===== src/ssio_pkg.sv =====
package ssio_pkg;
	// register indices; byte address is four times the index
	localparam logic [7:0] IDX_GPIO0_CONFIG = 8'h0D;
	localparam logic [7:0] IDX_GPIO1_GPIO2_CONFIG = 8'h0E;
	localparam logic [7:0] IDX_GPIO3_OUT4_CONFIG = 8'h0F;
	localparam logic [7:0] IDX_OUT5_OUT6_CONTROL = 8'h10;
	localparam logic [7:0] IDX_OUT7_OUT8_CONTROL = 8'h11;
	localparam logic [7:0] IDX_DATA_PATH_CONFIG = 8'h12;
	localparam logic [7:0] IDX_INTERRUPT_CONTROL = 8'hC6;
	localparam logic [7:0] IDX_INTERRUPT_STATUS = 8'hC7;
	localparam logic [7:0] IDX_PATTERN_CONTROL = 8'h64;
	localparam logic [7:0] IDX_SIDEBAND_STATUS = 8'h65;

	// reset values
	localparam logic [7:0] RST_REG = 8'h00;

	// field positions
	localparam int INTCTL_GLOBAL_EN_BIT = 0;
	localparam int INTCTL_REMOTE_EN_BIT = 5;
	localparam int DPC_SECONDARY_AUDIO_BIT = 0;
	localparam int DPC_MODE18_BIT = 2;
	localparam int PAT_ENABLE_BIT = 0;
	localparam int PAT_FORCE_OSC_BIT = 1;
	localparam int PAT_AUDIO_ACTIVE_BIT = 2;
	localparam int PAT_DIV_LSB = 4;
	localparam int ISR_PENDING_BIT = 0;
	localparam int ISR_REMOTE_LEVEL_BIT = 1;

	// nibble codes: enable bit 0, direction in bits 2:1, level in bit 3
	localparam logic [1:0] GPIO_DIR_FORWARD = 2'h1;
	localparam logic [1:0] GPIO_DIR_BACK = 2'h2;
	localparam int GPO_LEVEL_BIT = 3;

	// audio word length limit in bits
	localparam int AUDIO_MAX_BITS = 32;

	// one received audio word pair
	typedef struct packed {
		logic [31:0] primary;
		logic [31:0] secondary;
		logic word_select;
		logic [5:0] bit_count;
	} ssio_audio_type;
endpackage : ssio_pkg


===== src/ssio_sideband.sv =====
`timescale 1ns/100ps
`default_nettype none
module ssio_sideband #(
	parameter int ADDR_W = 12
) (
	// clock, reset, enable
	input wire logic clock,
	input wire logic rst_n,
	input wire logic clk_en,
	// apb slave
	input wire logic psel,
	input wire logic penable,
	input wire logic pwrite,
	input wire logic [ADDR_W-1:0] paddr,
	input wire logic [31:0] pwdata,
	output logic [31:0] prdata,
	output logic pready,
	output logic pslverr,
	// interrupt
	input wire logic remote_interrupt_in_n,
	output logic interrupt_out_n,
	// colour-bit gpios and link gpio data
	input wire logic [3:0] gpio_pin_in,
	output logic [3:0] gpio_pin_out,
	output logic [3:0] gpio_pin_oe,
	input wire logic [3:0] gpio_back_channel,
	output logic [3:0] gpio_forward_channel,
	output logic [3:0] gpio_forward_valid,
	// register-driven outputs 8 to 4
	output logic [4:0] register_driven_output,
	// mode pins and status
	input wire logic power_down_n,
	input wire logic mode_sel_secondary,
	input wire logic backward_compat,
	input wire logic pixel_clock_present,
	input wire logic bist_request,
	output logic bist_active,
	output logic mode_18bit,
	// test pattern
	output logic pattern_active,
	output logic pattern_on_osc,
	output logic pattern_pixel_valid,
	output logic [23:0] pattern_pixel,
	// audio
	input wire logic audio_bit_clock,
	input wire logic audio_word_select,
	input wire logic primary_audio_data,
	input wire logic secondary_audio_data,
	input wire logic video_blanking,
	output logic audio_valid,
	output ssio_pkg::ssio_audio_type audio_word,
	output logic audio_secondary_en
);
	// gpio nibble decode
	function automatic logic [1:0] gpio_mode(input logic [3:0] nib);
		gpio_mode = nib[0] ? nib[2:1] : 2'h0;
	endfunction : gpio_mode

	// output nibble decode: enabled level
	function automatic logic gpo_level(input logic [3:0] nib);
		gpo_level = nib[0] & nib[ssio_pkg::GPO_LEVEL_BIT];
	endfunction : gpo_level

	// registers
	logic [7:0] gpio0_cfg_r, gpio12_cfg_r, gpio3_out4_r, out56_r, out78_r;
	logic [7:0] dpc_r, intctl_r, patctl_r;
	logic pending_r;
	logic pready_r;
	logic [31:0] prdata_r;
	logic pslverr_r;

	// two-flop synchronisers for every pin input except video_blanking
	localparam int SYN_W = 18;
	logic [SYN_W-1:0] syn1_r, syn2_r;
	// remote line clears to its idle high, else reset would look like a falling edge
	localparam logic [SYN_W-1:0] SYN_IDLE = {1'h1, {(SYN_W-1){1'h0}}};
	logic [SYN_W-1:0] pins;
	assign pins = {remote_interrupt_in_n, gpio_pin_in, gpio_back_channel, power_down_n,
		mode_sel_secondary, backward_compat, pixel_clock_present, bist_request,
		audio_bit_clock, audio_word_select, primary_audio_data, secondary_audio_data};
	always_ff @(posedge clock) begin
		if (!rst_n) begin
			syn1_r <= SYN_IDLE;
			syn2_r <= SYN_IDLE;
		end else if (clk_en) begin
			syn1_r <= pins;
			syn2_r <= syn1_r;
		end
	end

	// named synchronised levels
	wire logic rint_s = syn2_r[17];
	wire logic [3:0] gpin_s = syn2_r[16:13];
	wire logic [3:0] gback_s = syn2_r[12:9];
	wire logic pdn_s = syn2_r[8];
	wire logic msel_s = syn2_r[7];
	wire logic bcomp_s = syn2_r[6];
	wire logic pclk_s = syn2_r[5];
	wire logic bist_s = syn2_r[4];
	wire logic bclk_s = syn2_r[3];
	wire logic ws_s = syn2_r[2];
	wire logic da_s = syn2_r[1];
	wire logic db_s = syn2_r[0];

	// apb decode
	wire logic [7:0] idx = paddr[9:2];
	wire logic upper_zero = (paddr[ADDR_W-1:10] == '0) && (paddr[1:0] == 2'h0);
	wire logic access = psel && penable && pready_r;
	wire logic wr_go = access && pwrite;
	wire logic rd_go = access && !pwrite;
	wire logic hit_g0 = upper_zero && idx == ssio_pkg::IDX_GPIO0_CONFIG;
	wire logic hit_g12 = upper_zero && idx == ssio_pkg::IDX_GPIO1_GPIO2_CONFIG;
	wire logic hit_g3 = upper_zero && idx == ssio_pkg::IDX_GPIO3_OUT4_CONFIG;
	wire logic hit_o56 = upper_zero && idx == ssio_pkg::IDX_OUT5_OUT6_CONTROL;
	wire logic hit_o78 = upper_zero && idx == ssio_pkg::IDX_OUT7_OUT8_CONTROL;
	wire logic hit_dpc = upper_zero && idx == ssio_pkg::IDX_DATA_PATH_CONFIG;
	wire logic hit_ic = upper_zero && idx == ssio_pkg::IDX_INTERRUPT_CONTROL;
	wire logic hit_isr = upper_zero && idx == ssio_pkg::IDX_INTERRUPT_STATUS;
	wire logic hit_pat = upper_zero && idx == ssio_pkg::IDX_PATTERN_CONTROL;
	wire logic hit_st = upper_zero && idx == ssio_pkg::IDX_SIDEBAND_STATUS;
	wire logic hit_any = hit_g0 | hit_g12 | hit_g3 | hit_o56 | hit_o78 | hit_dpc | hit_ic
		| hit_isr | hit_pat | hit_st;

	// derived modes
	wire logic mode18 = dpc_r[ssio_pkg::DPC_MODE18_BIT];
	wire logic sec_en = msel_s | dpc_r[ssio_pkg::DPC_SECONDARY_AUDIO_BIT];
	wire logic [15:0] gpio_nibs = {gpio3_out4_r[3:0], gpio12_cfg_r[7:4], gpio12_cfg_r[3:0],
		gpio0_cfg_r[3:0]};

	// status words
	wire logic [7:0] isr_word = {6'h00, rint_s, pending_r};
	wire logic [7:0] st_word = {bist_active, pattern_active, sec_en, mode18, gpin_s};

	// read mux
	wire logic [7:0] rd_byte =
		hit_g0 ? gpio0_cfg_r :
		hit_g12 ? gpio12_cfg_r :
		hit_g3 ? gpio3_out4_r :
		hit_o56 ? out56_r :
		hit_o78 ? out78_r :
		hit_dpc ? dpc_r :
		hit_ic ? intctl_r :
		hit_isr ? isr_word :
		hit_pat ? patctl_r :
		hit_st ? st_word : 8'h00;

	// apb handshake: one wait state on every access
	always_ff @(posedge clock) begin
		if (!rst_n) begin
			pready_r <= 1'b0;
			prdata_r <= 32'h0000_0000;
			pslverr_r <= 1'b0;
		end else if (clk_en) begin
			pready_r <= psel && penable && !pready_r;
			prdata_r <= (psel && penable && !pready_r && !pwrite) ? {24'h00_0000, rd_byte}
				: 32'h0000_0000;
			pslverr_r <= psel && penable && !pready_r && !hit_any;
		end
	end

	// writable registers; narrow data in the low byte
	always_ff @(posedge clock) begin
		if (!rst_n) begin
			gpio0_cfg_r <= ssio_pkg::RST_REG;
			gpio12_cfg_r <= ssio_pkg::RST_REG;
			gpio3_out4_r <= ssio_pkg::RST_REG;
			out56_r <= ssio_pkg::RST_REG;
			out78_r <= ssio_pkg::RST_REG;
			dpc_r <= ssio_pkg::RST_REG;
			intctl_r <= ssio_pkg::RST_REG;
			patctl_r <= ssio_pkg::RST_REG;
		end else if (clk_en && wr_go) begin
			if (hit_g0) gpio0_cfg_r <= pwdata[7:0];
			if (hit_g12) gpio12_cfg_r <= pwdata[7:0];
			if (hit_g3) gpio3_out4_r <= pwdata[7:0];
			if (hit_o56) out56_r <= pwdata[7:0];
			if (hit_o78) out78_r <= pwdata[7:0];
			if (hit_dpc) dpc_r <= pwdata[7:0];
			if (hit_ic) intctl_r <= pwdata[7:0];
			if (hit_pat) patctl_r <= pwdata[7:0];
		end
	end

	// interrupt: falling edge of synced remote line sets pending
	logic rint_d_r;
	wire logic int_en = intctl_r[ssio_pkg::INTCTL_REMOTE_EN_BIT]
		& intctl_r[ssio_pkg::INTCTL_GLOBAL_EN_BIT];
	wire logic rint_fall = rint_d_r && !rint_s;
	wire logic isr_read = rd_go && hit_isr;
	always_ff @(posedge clock) begin
		if (!rst_n) begin
			rint_d_r <= 1'b1;
			pending_r <= 1'b0;
			interrupt_out_n <= 1'b1;
		end else if (clk_en) begin
			rint_d_r <= rint_s;
			// a new edge in the clearing cycle wins over the read
			pending_r <= (int_en && rint_fall) || (pending_r && !isr_read);
			interrupt_out_n <= !((int_en && rint_fall) || (pending_r && !isr_read));
		end
	end

	// gpio direction per bit; only meaningful in 18-bit mode
	logic [3:0] g_fwd, g_back;
	genvar gi;
	generate
		for (gi = 0; gi < 4; gi++) begin : g_gpio
			assign g_fwd[gi] = mode18 && gpio_mode(gpio_nibs[gi*4 +: 4])
				== ssio_pkg::GPIO_DIR_FORWARD;
			assign g_back[gi] = mode18 && gpio_mode(gpio_nibs[gi*4 +: 4])
				== ssio_pkg::GPIO_DIR_BACK;
		end
	endgenerate

	// output nibbles: out4..out8
	wire logic [4:0] gpo_next = {gpo_level(out78_r[7:4]), gpo_level(out78_r[3:0]),
		gpo_level(out56_r[7:4]), gpo_level(out56_r[3:0]), gpo_level(gpio3_out4_r[7:4])};

	// pin-facing gpio and register-driven outputs
	always_ff @(posedge clock) begin
		if (!rst_n) begin
			gpio_pin_out <= 4'h0;
			gpio_pin_oe <= 4'h0;
			gpio_forward_channel <= 4'h0;
			gpio_forward_valid <= 4'h0;
			register_driven_output <= 5'h00;
			mode_18bit <= 1'b0;
			audio_secondary_en <= 1'b0;
			bist_active <= 1'b0;
		end else if (clk_en) begin
			gpio_pin_out <= gback_s & g_back;
			gpio_pin_oe <= g_back;
			gpio_forward_channel <= gpin_s & g_fwd;
			gpio_forward_valid <= g_fwd;
			register_driven_output <= gpo_next;
			mode_18bit <= mode18;
			audio_secondary_en <= sec_en && !mode18;
			bist_active <= bist_s && !bcomp_s && pdn_s;
		end
	end

	// test pattern: colour bars, stepped by pixel clock or divider
	logic [3:0] osc_cnt_r;
	logic [10:0] pat_cnt_r;
	wire logic pat_en = patctl_r[ssio_pkg::PAT_ENABLE_BIT] && pdn_s;
	wire logic use_osc = !pclk_s || patctl_r[ssio_pkg::PAT_FORCE_OSC_BIT];
	wire logic [3:0] osc_div = patctl_r[ssio_pkg::PAT_DIV_LSB +: 4];
	wire logic osc_tick = osc_cnt_r == osc_div;
	wire logic pat_step = pat_en && (!use_osc || osc_tick);
	wire logic [2:0] bar = pat_cnt_r[10:8];
	always_ff @(posedge clock) begin
		if (!rst_n) begin
			osc_cnt_r <= 4'h0;
			pat_cnt_r <= 11'h000;
			pattern_active <= 1'b0;
			pattern_on_osc <= 1'b0;
			pattern_pixel_valid <= 1'b0;
			pattern_pixel <= 24'h00_0000;
		end else if (clk_en) begin
			osc_cnt_r <= (osc_tick || !pat_en) ? 4'h0 : osc_cnt_r + 4'h1;
			if (pat_step) pat_cnt_r <= pat_cnt_r + 11'h001;
			pattern_active <= pat_en;
			pattern_on_osc <= pat_en && use_osc;
			pattern_pixel_valid <= pat_step;
			pattern_pixel <= {{8{bar[2]}}, {8{bar[1]}}, {8{bar[0]}}};
		end
	end

	// audio receiver: 24-bit mode only; pin rate at most a quarter of clock
	logic bclk_d_r;
	logic ws_d_r;
	logic [31:0] sh_a_r, sh_b_r;
	logic [5:0] bits_r;
	wire logic audio_on = !mode18 && pdn_s;
	wire logic bclk_rise = bclk_s && !bclk_d_r;
	wire logic ws_change = bclk_rise && (ws_s != ws_d_r);
	wire logic in_active = patctl_r[ssio_pkg::PAT_AUDIO_ACTIVE_BIT];
	wire logic slot_ok = in_active || video_blanking;
	wire logic [5:0] bits_inc = (bits_r == 6'(ssio_pkg::AUDIO_MAX_BITS)) ? bits_r
		: bits_r + 6'h01;
	always_ff @(posedge clock) begin
		if (!rst_n) begin
			bclk_d_r <= 1'b0;
			ws_d_r <= 1'b0;
			sh_a_r <= 32'h0000_0000;
			sh_b_r <= 32'h0000_0000;
			bits_r <= 6'h00;
		end else if (clk_en) begin
			bclk_d_r <= bclk_s;
			if (bclk_rise && audio_on) begin
				ws_d_r <= ws_s;
				sh_a_r <= {sh_a_r[30:0], da_s};
				sh_b_r <= {sh_b_r[30:0], db_s & sec_en};
				bits_r <= ws_change ? 6'h01 : bits_inc;
			end
		end
	end

	// finished word is handed over when word select flips
	always_ff @(posedge clock) begin
		if (!rst_n) begin
			audio_valid <= 1'b0;
			audio_word <= '0;
		end else if (clk_en) begin
			audio_valid <= ws_change && audio_on && slot_ok && bits_r != 6'h00;
			if (ws_change && audio_on) begin
				audio_word.primary <= sh_a_r;
				audio_word.secondary <= sec_en ? sh_b_r : 32'h0000_0000;
				audio_word.word_select <= ws_d_r;
				audio_word.bit_count <= bits_r;
			end
		end
	end

	// bus outputs
	assign pready = pready_r;
	assign prdata = prdata_r;
	assign pslverr = pslverr_r;
endmodule : ssio_sideband
`default_nettype wire


===== config.mk =====
export PLATFORM = sky130hd
export DESIGN_NAME = ssio_sideband
export DESIGN_NICKNAME = d
export VERILOG_FILES = /design/src/ssio_pkg.sv /design/src/ssio_sideband.sv
export SDC_FILE = /design/constraint.sdc
export NUM_CORES = 1
export LEC_CHECK = 0
export ABC_CLOCK_PERIOD_IN_PS = 2540
export BUFFER_PORTS_ARGS = -buffer_cell sky130_fd_sc_hd__buf_2
export CORE_UTILIZATION = 45
export DETAILED_ROUTE_END_ITERATION = 7
export PLACE_DENSITY = 0.78
export REMOVE_ABC_BUFFERS = 1
export SETUP_SLACK_MARGIN = 0.5
export SLEW_MARGIN = 20
export SYNTH_ARGS = -nofsm -noshare
export SYNTH_HDL_FRONTEND = slang
export SYNTH_SLANG_ARGS = --single-unit

===== constraint.sdc =====
create_clock -name clock -period 2.54 [get_ports clock]
set_input_delay 0.508 -clock clock [delete_from_list [all_inputs] [get_ports clock]]
set_output_delay 0.508 -clock clock [all_outputs]
set_load 0.02 [all_outputs]

==> reports/results.env <==
CLOCK_SINKS=302
DIE_X_UM=167
SYNTH_LARGEST_TYPE_AREA_FRACTION_PCT=49.5
GR-USAGE-MET3_PCT=2.97
AREA_GROW_SYN2LAYOUT_PCT=16.7
CRITICALPATHCATEGORY='flop to flop'
SYNTH-SEQ-CELLS=302
FLOORPLAN.DIE.HEIGHT_UM=167
MAXSLEWVIOLCOUNT=0
GRT_PASS1_WL_MM=50.5
DRC_ERRORS=0
ROOT_CELL_OF_THE_CLOCK_TREE='clkbuf_16'
DRT-WIRELENGTH-PER-CELL_UM=16.6
STATUS='complete, no violations'
USE_MET2_PCT=36.5
TOTALNEGATIVESETUPSLACK_PS=0
WORST_EP_ARRIVAL_TIME_PS=2340
CP_SLOWEST_CELL='buf_4'
POWERDENSITY_mW_PER_MM2=676
PORT_BUFFERS=178
NETLIST_AREA_MM2=0.0122
RELATIVE_SLEW_SLACK_PCT=51.8
WORSTPATHCELLLIST='nor2b_1, and3_2, and2_2, buf_4, nand3_1, a21oi_1'
STD_CELL_CORE_AREA_MM2=0.0264
LEAKAGE_nW=5.94
GRT_START_MAX_NET_PINS=100
CP.BUFFERS_INVERTERS=1
CLOCK_PIN_SLEW_ON_THE_WORST_SETUP_AND_HOLD_PATHS_PS=60
FMAXACHIEVABLE_GHz=0.537
DRT_ITER0_DRC=800
COMMONEST_CELLS_AFTER_ROUTING_FILL_AND_TAPS_ASIDE='dfxtp_1, nand2_1, a21oi_1'
WORST-ENDPOINT-REQUIRED_PS=3020
SYNTHTOPCELLSBYAREA='dfxtp_1, nand2_1, a21oi_1'
CRITICAL_PATH.TOP_DELAY_FAMILY='simple AND/OR/NAND/NOR gates'
FINAL.PERIOD_UTILIZATION_PCT=73.3
LAYOUT.NETS=1633
SYNTH.YOSYS.WARNINGS=0
FINAL_LAYOUT_SIZE_SUFFIX_GT1_SHARE_PCT=18.6
ROW_COUNT=59
CTS.HOLD.BUFFERS_ADDED=0
GRT_PASS1_VIAS=9591
DOMINANTREGCELLSYNTH='dfxtp_1'
WORST-PATH-MAX-FANOUT=47
LAYOUT.CELLS.MOST_COMMON='dfxtp_1'
1ST_PASS_ROUTER_ITERATIONS=5
TOP_USAGE_LAYER='met2'
DP.CELLS=1862
POSTROUTEANTENNANETS=0
DRV.MAX_CAP_VIOLATION_COUNT=0
NUM_VIAS=10500
WORST_HOLD_PATH_CLASS='input port to flop'
CTS_TREE='done'
FINAL_INSTANCE_COUNT_EXCL_FILLERS=1919
CRIT_PATH_END_KIND='flop'
MIN_PERIOD_PS=1860
MAX_SLEW.WORST_PIN.SLEW_PS=722
ASYNCSETRESETFLOPFRACSYNTH_PCT=0
GP_ROUTABILITY_CONGESTION=0.934
H-TREE-DEPTH=1
GRT_ANTENNA_BEFORE_REPAIR=1
CLKLATENCYLATEPIN_PS=560
FP.DIEAREA_MM2=0.0278
SYNTH_TOP_AREA_CELL='dfxtp_1'
FINAL_CRITICAL_PATH_SETUP_SLACK_PS=678
SYNTH-EDFF-COUNT=0
DETAIL_ROUTE.VIAS_PER_CELL=5.45
START_UTIL_PCT=46.4
TOP_PORTS=227
AVGSYNTHCELLAREA_UM2=8.56
CTS_MADE_BUFFERS=31
CLOCK_PATH_BUFFERS=3
FIN_AREA_MM2=0.0143
CLOCK_SKEW_PS=11.3
PLACED_AREA_MM2=0.0132
TIMING_HOLD_VIOLATIONS_FINAL=0
GRT_REMAINING_OVERFLOW=0
FINALCOREUTILIZATION_PCT=54.1
FINALSETUPVIOLCOUNT=0
NETLIST_INSTANCES=1428
POST-PLACE-WS_PS=195
RSZ0062_AT_GRT='false'
CRITICAL-PATH-MAX-STAGE-DELAY_PS=430
YOSYSUNIQUECELLTYPES=72
SEQUENTIAL_AREA_SHARE_AFTER_SYNTHESIS_PCT=49.5
PLACE_HPWL_MM=21.5
GR-USAGE-ALL-LAYERS_PCT=22.4
CRIT_PATH_START_KIND='flop'
WIRELENGTH_MM=31.9
VDD_IR_MAX_uV=470
GRT_UTIL_MET1_PCT=30.6
## worst reg2reg max path, stage by stage (launching register included)
cell and delay, ps:
dfxtp_1 350, nor2b_1 260, and3_2 250, and2_2 180
buf_4 430, nand3_1 150, a21oi_1 180
## layer usage
metal | vias up | share of wire, %
met1 | 4938 | 44
met5 | - | 0
li1 | 5073 | -
met3 | 67 | 7.0
met2 | 385 | 46
met4 | 0 | 2.8
## cell type report
type                            instances  area [um2]
Tap cell                              335         419
Sequential cell                       302        6050
Multi-Input combinational cell        994        5440
Clock inverter                          5        60.1
Fill cell                            2374       12100
Inverter                               10        45.0
Antenna cell                            1        2.50
Timing Repair Buffer                  221        1290
Clock buffer                           51         951
## final timing paths
kind | start | to | slack [ps] | cells past startpoint
setup reg to reg | syn2_r[3] | audio_word[28] | 680 | 6
hold reg to reg | gpio3_out4_r[5] | gpio3_out4_r[5] | 450 | 2
hold / removal | gpio_pin_in[2] | syn1_r[15] | 190 | 3
setup / recovery | syn2_r[3] | audio_word[28] | 680 | 6
## repair_timing
item                                    in CTS  in global routing
setup buffers                                0                  0
gates resized for setup                      1                  1
endpoints found under the setup margin      23                  4
## per-stage QoR
stage          total power, W  hold WS [ps]
5_1_grt               0.00997           195
3_5_place_dp          0.00528           439
6_report              0.00964           187
3_3_place_gp          0.00528           434
4_1_cts               0.00972           176
2_1_floorplan         0.00507           427
## power by group
part | internal (W) | total, W | switching [W]
logic | 0.000116 | 0.000394 | 0.000278
registers | 0.00477 | 0.00479 | 0.0000205
clock network | 0.00264 | 0.00446 | 0.00182
## cells by family after synthesis
family	synth area share, %
XOR/XNOR	1.36
adder cells (fa/ha/maj)	0.410
other	0.0307
buffers and inverters	6.89
multiplexers	6.98
flip-flops	49.5
AO/OA/AOI/OAI	14.3
AND/OR/NAND/NOR	20.5
## registers in the layout, indices dropped and copies added, names as in the netlist, 11 cells and up
register	flops
pat_cnt_r	11
sh_b_r	32
audio_word	71
sh_a_r	32
syn1_r	18
syn2_r	18
## Yosys cell counts, types with 6 or more instances
cell      instances
dfxtp_1         302
nand2_1         294
a21oi_1         187
nor2_1          136
mux2i_1          83
clkbuf_1         53
nand3_1          53
buf_4            52
buf_2            26
o21ai_0          24
a22o_1           23
xor2_1           16
a22oi_1          13
nand4_1          13
buf_1            10
inv_1            10
nor3_1            9
nor3b_1           8
a221oi_1          7
and3_1            7
nor2b_1           7
nand2b_1          6
No activity file was read; power rests on OpenSTA's default activity.
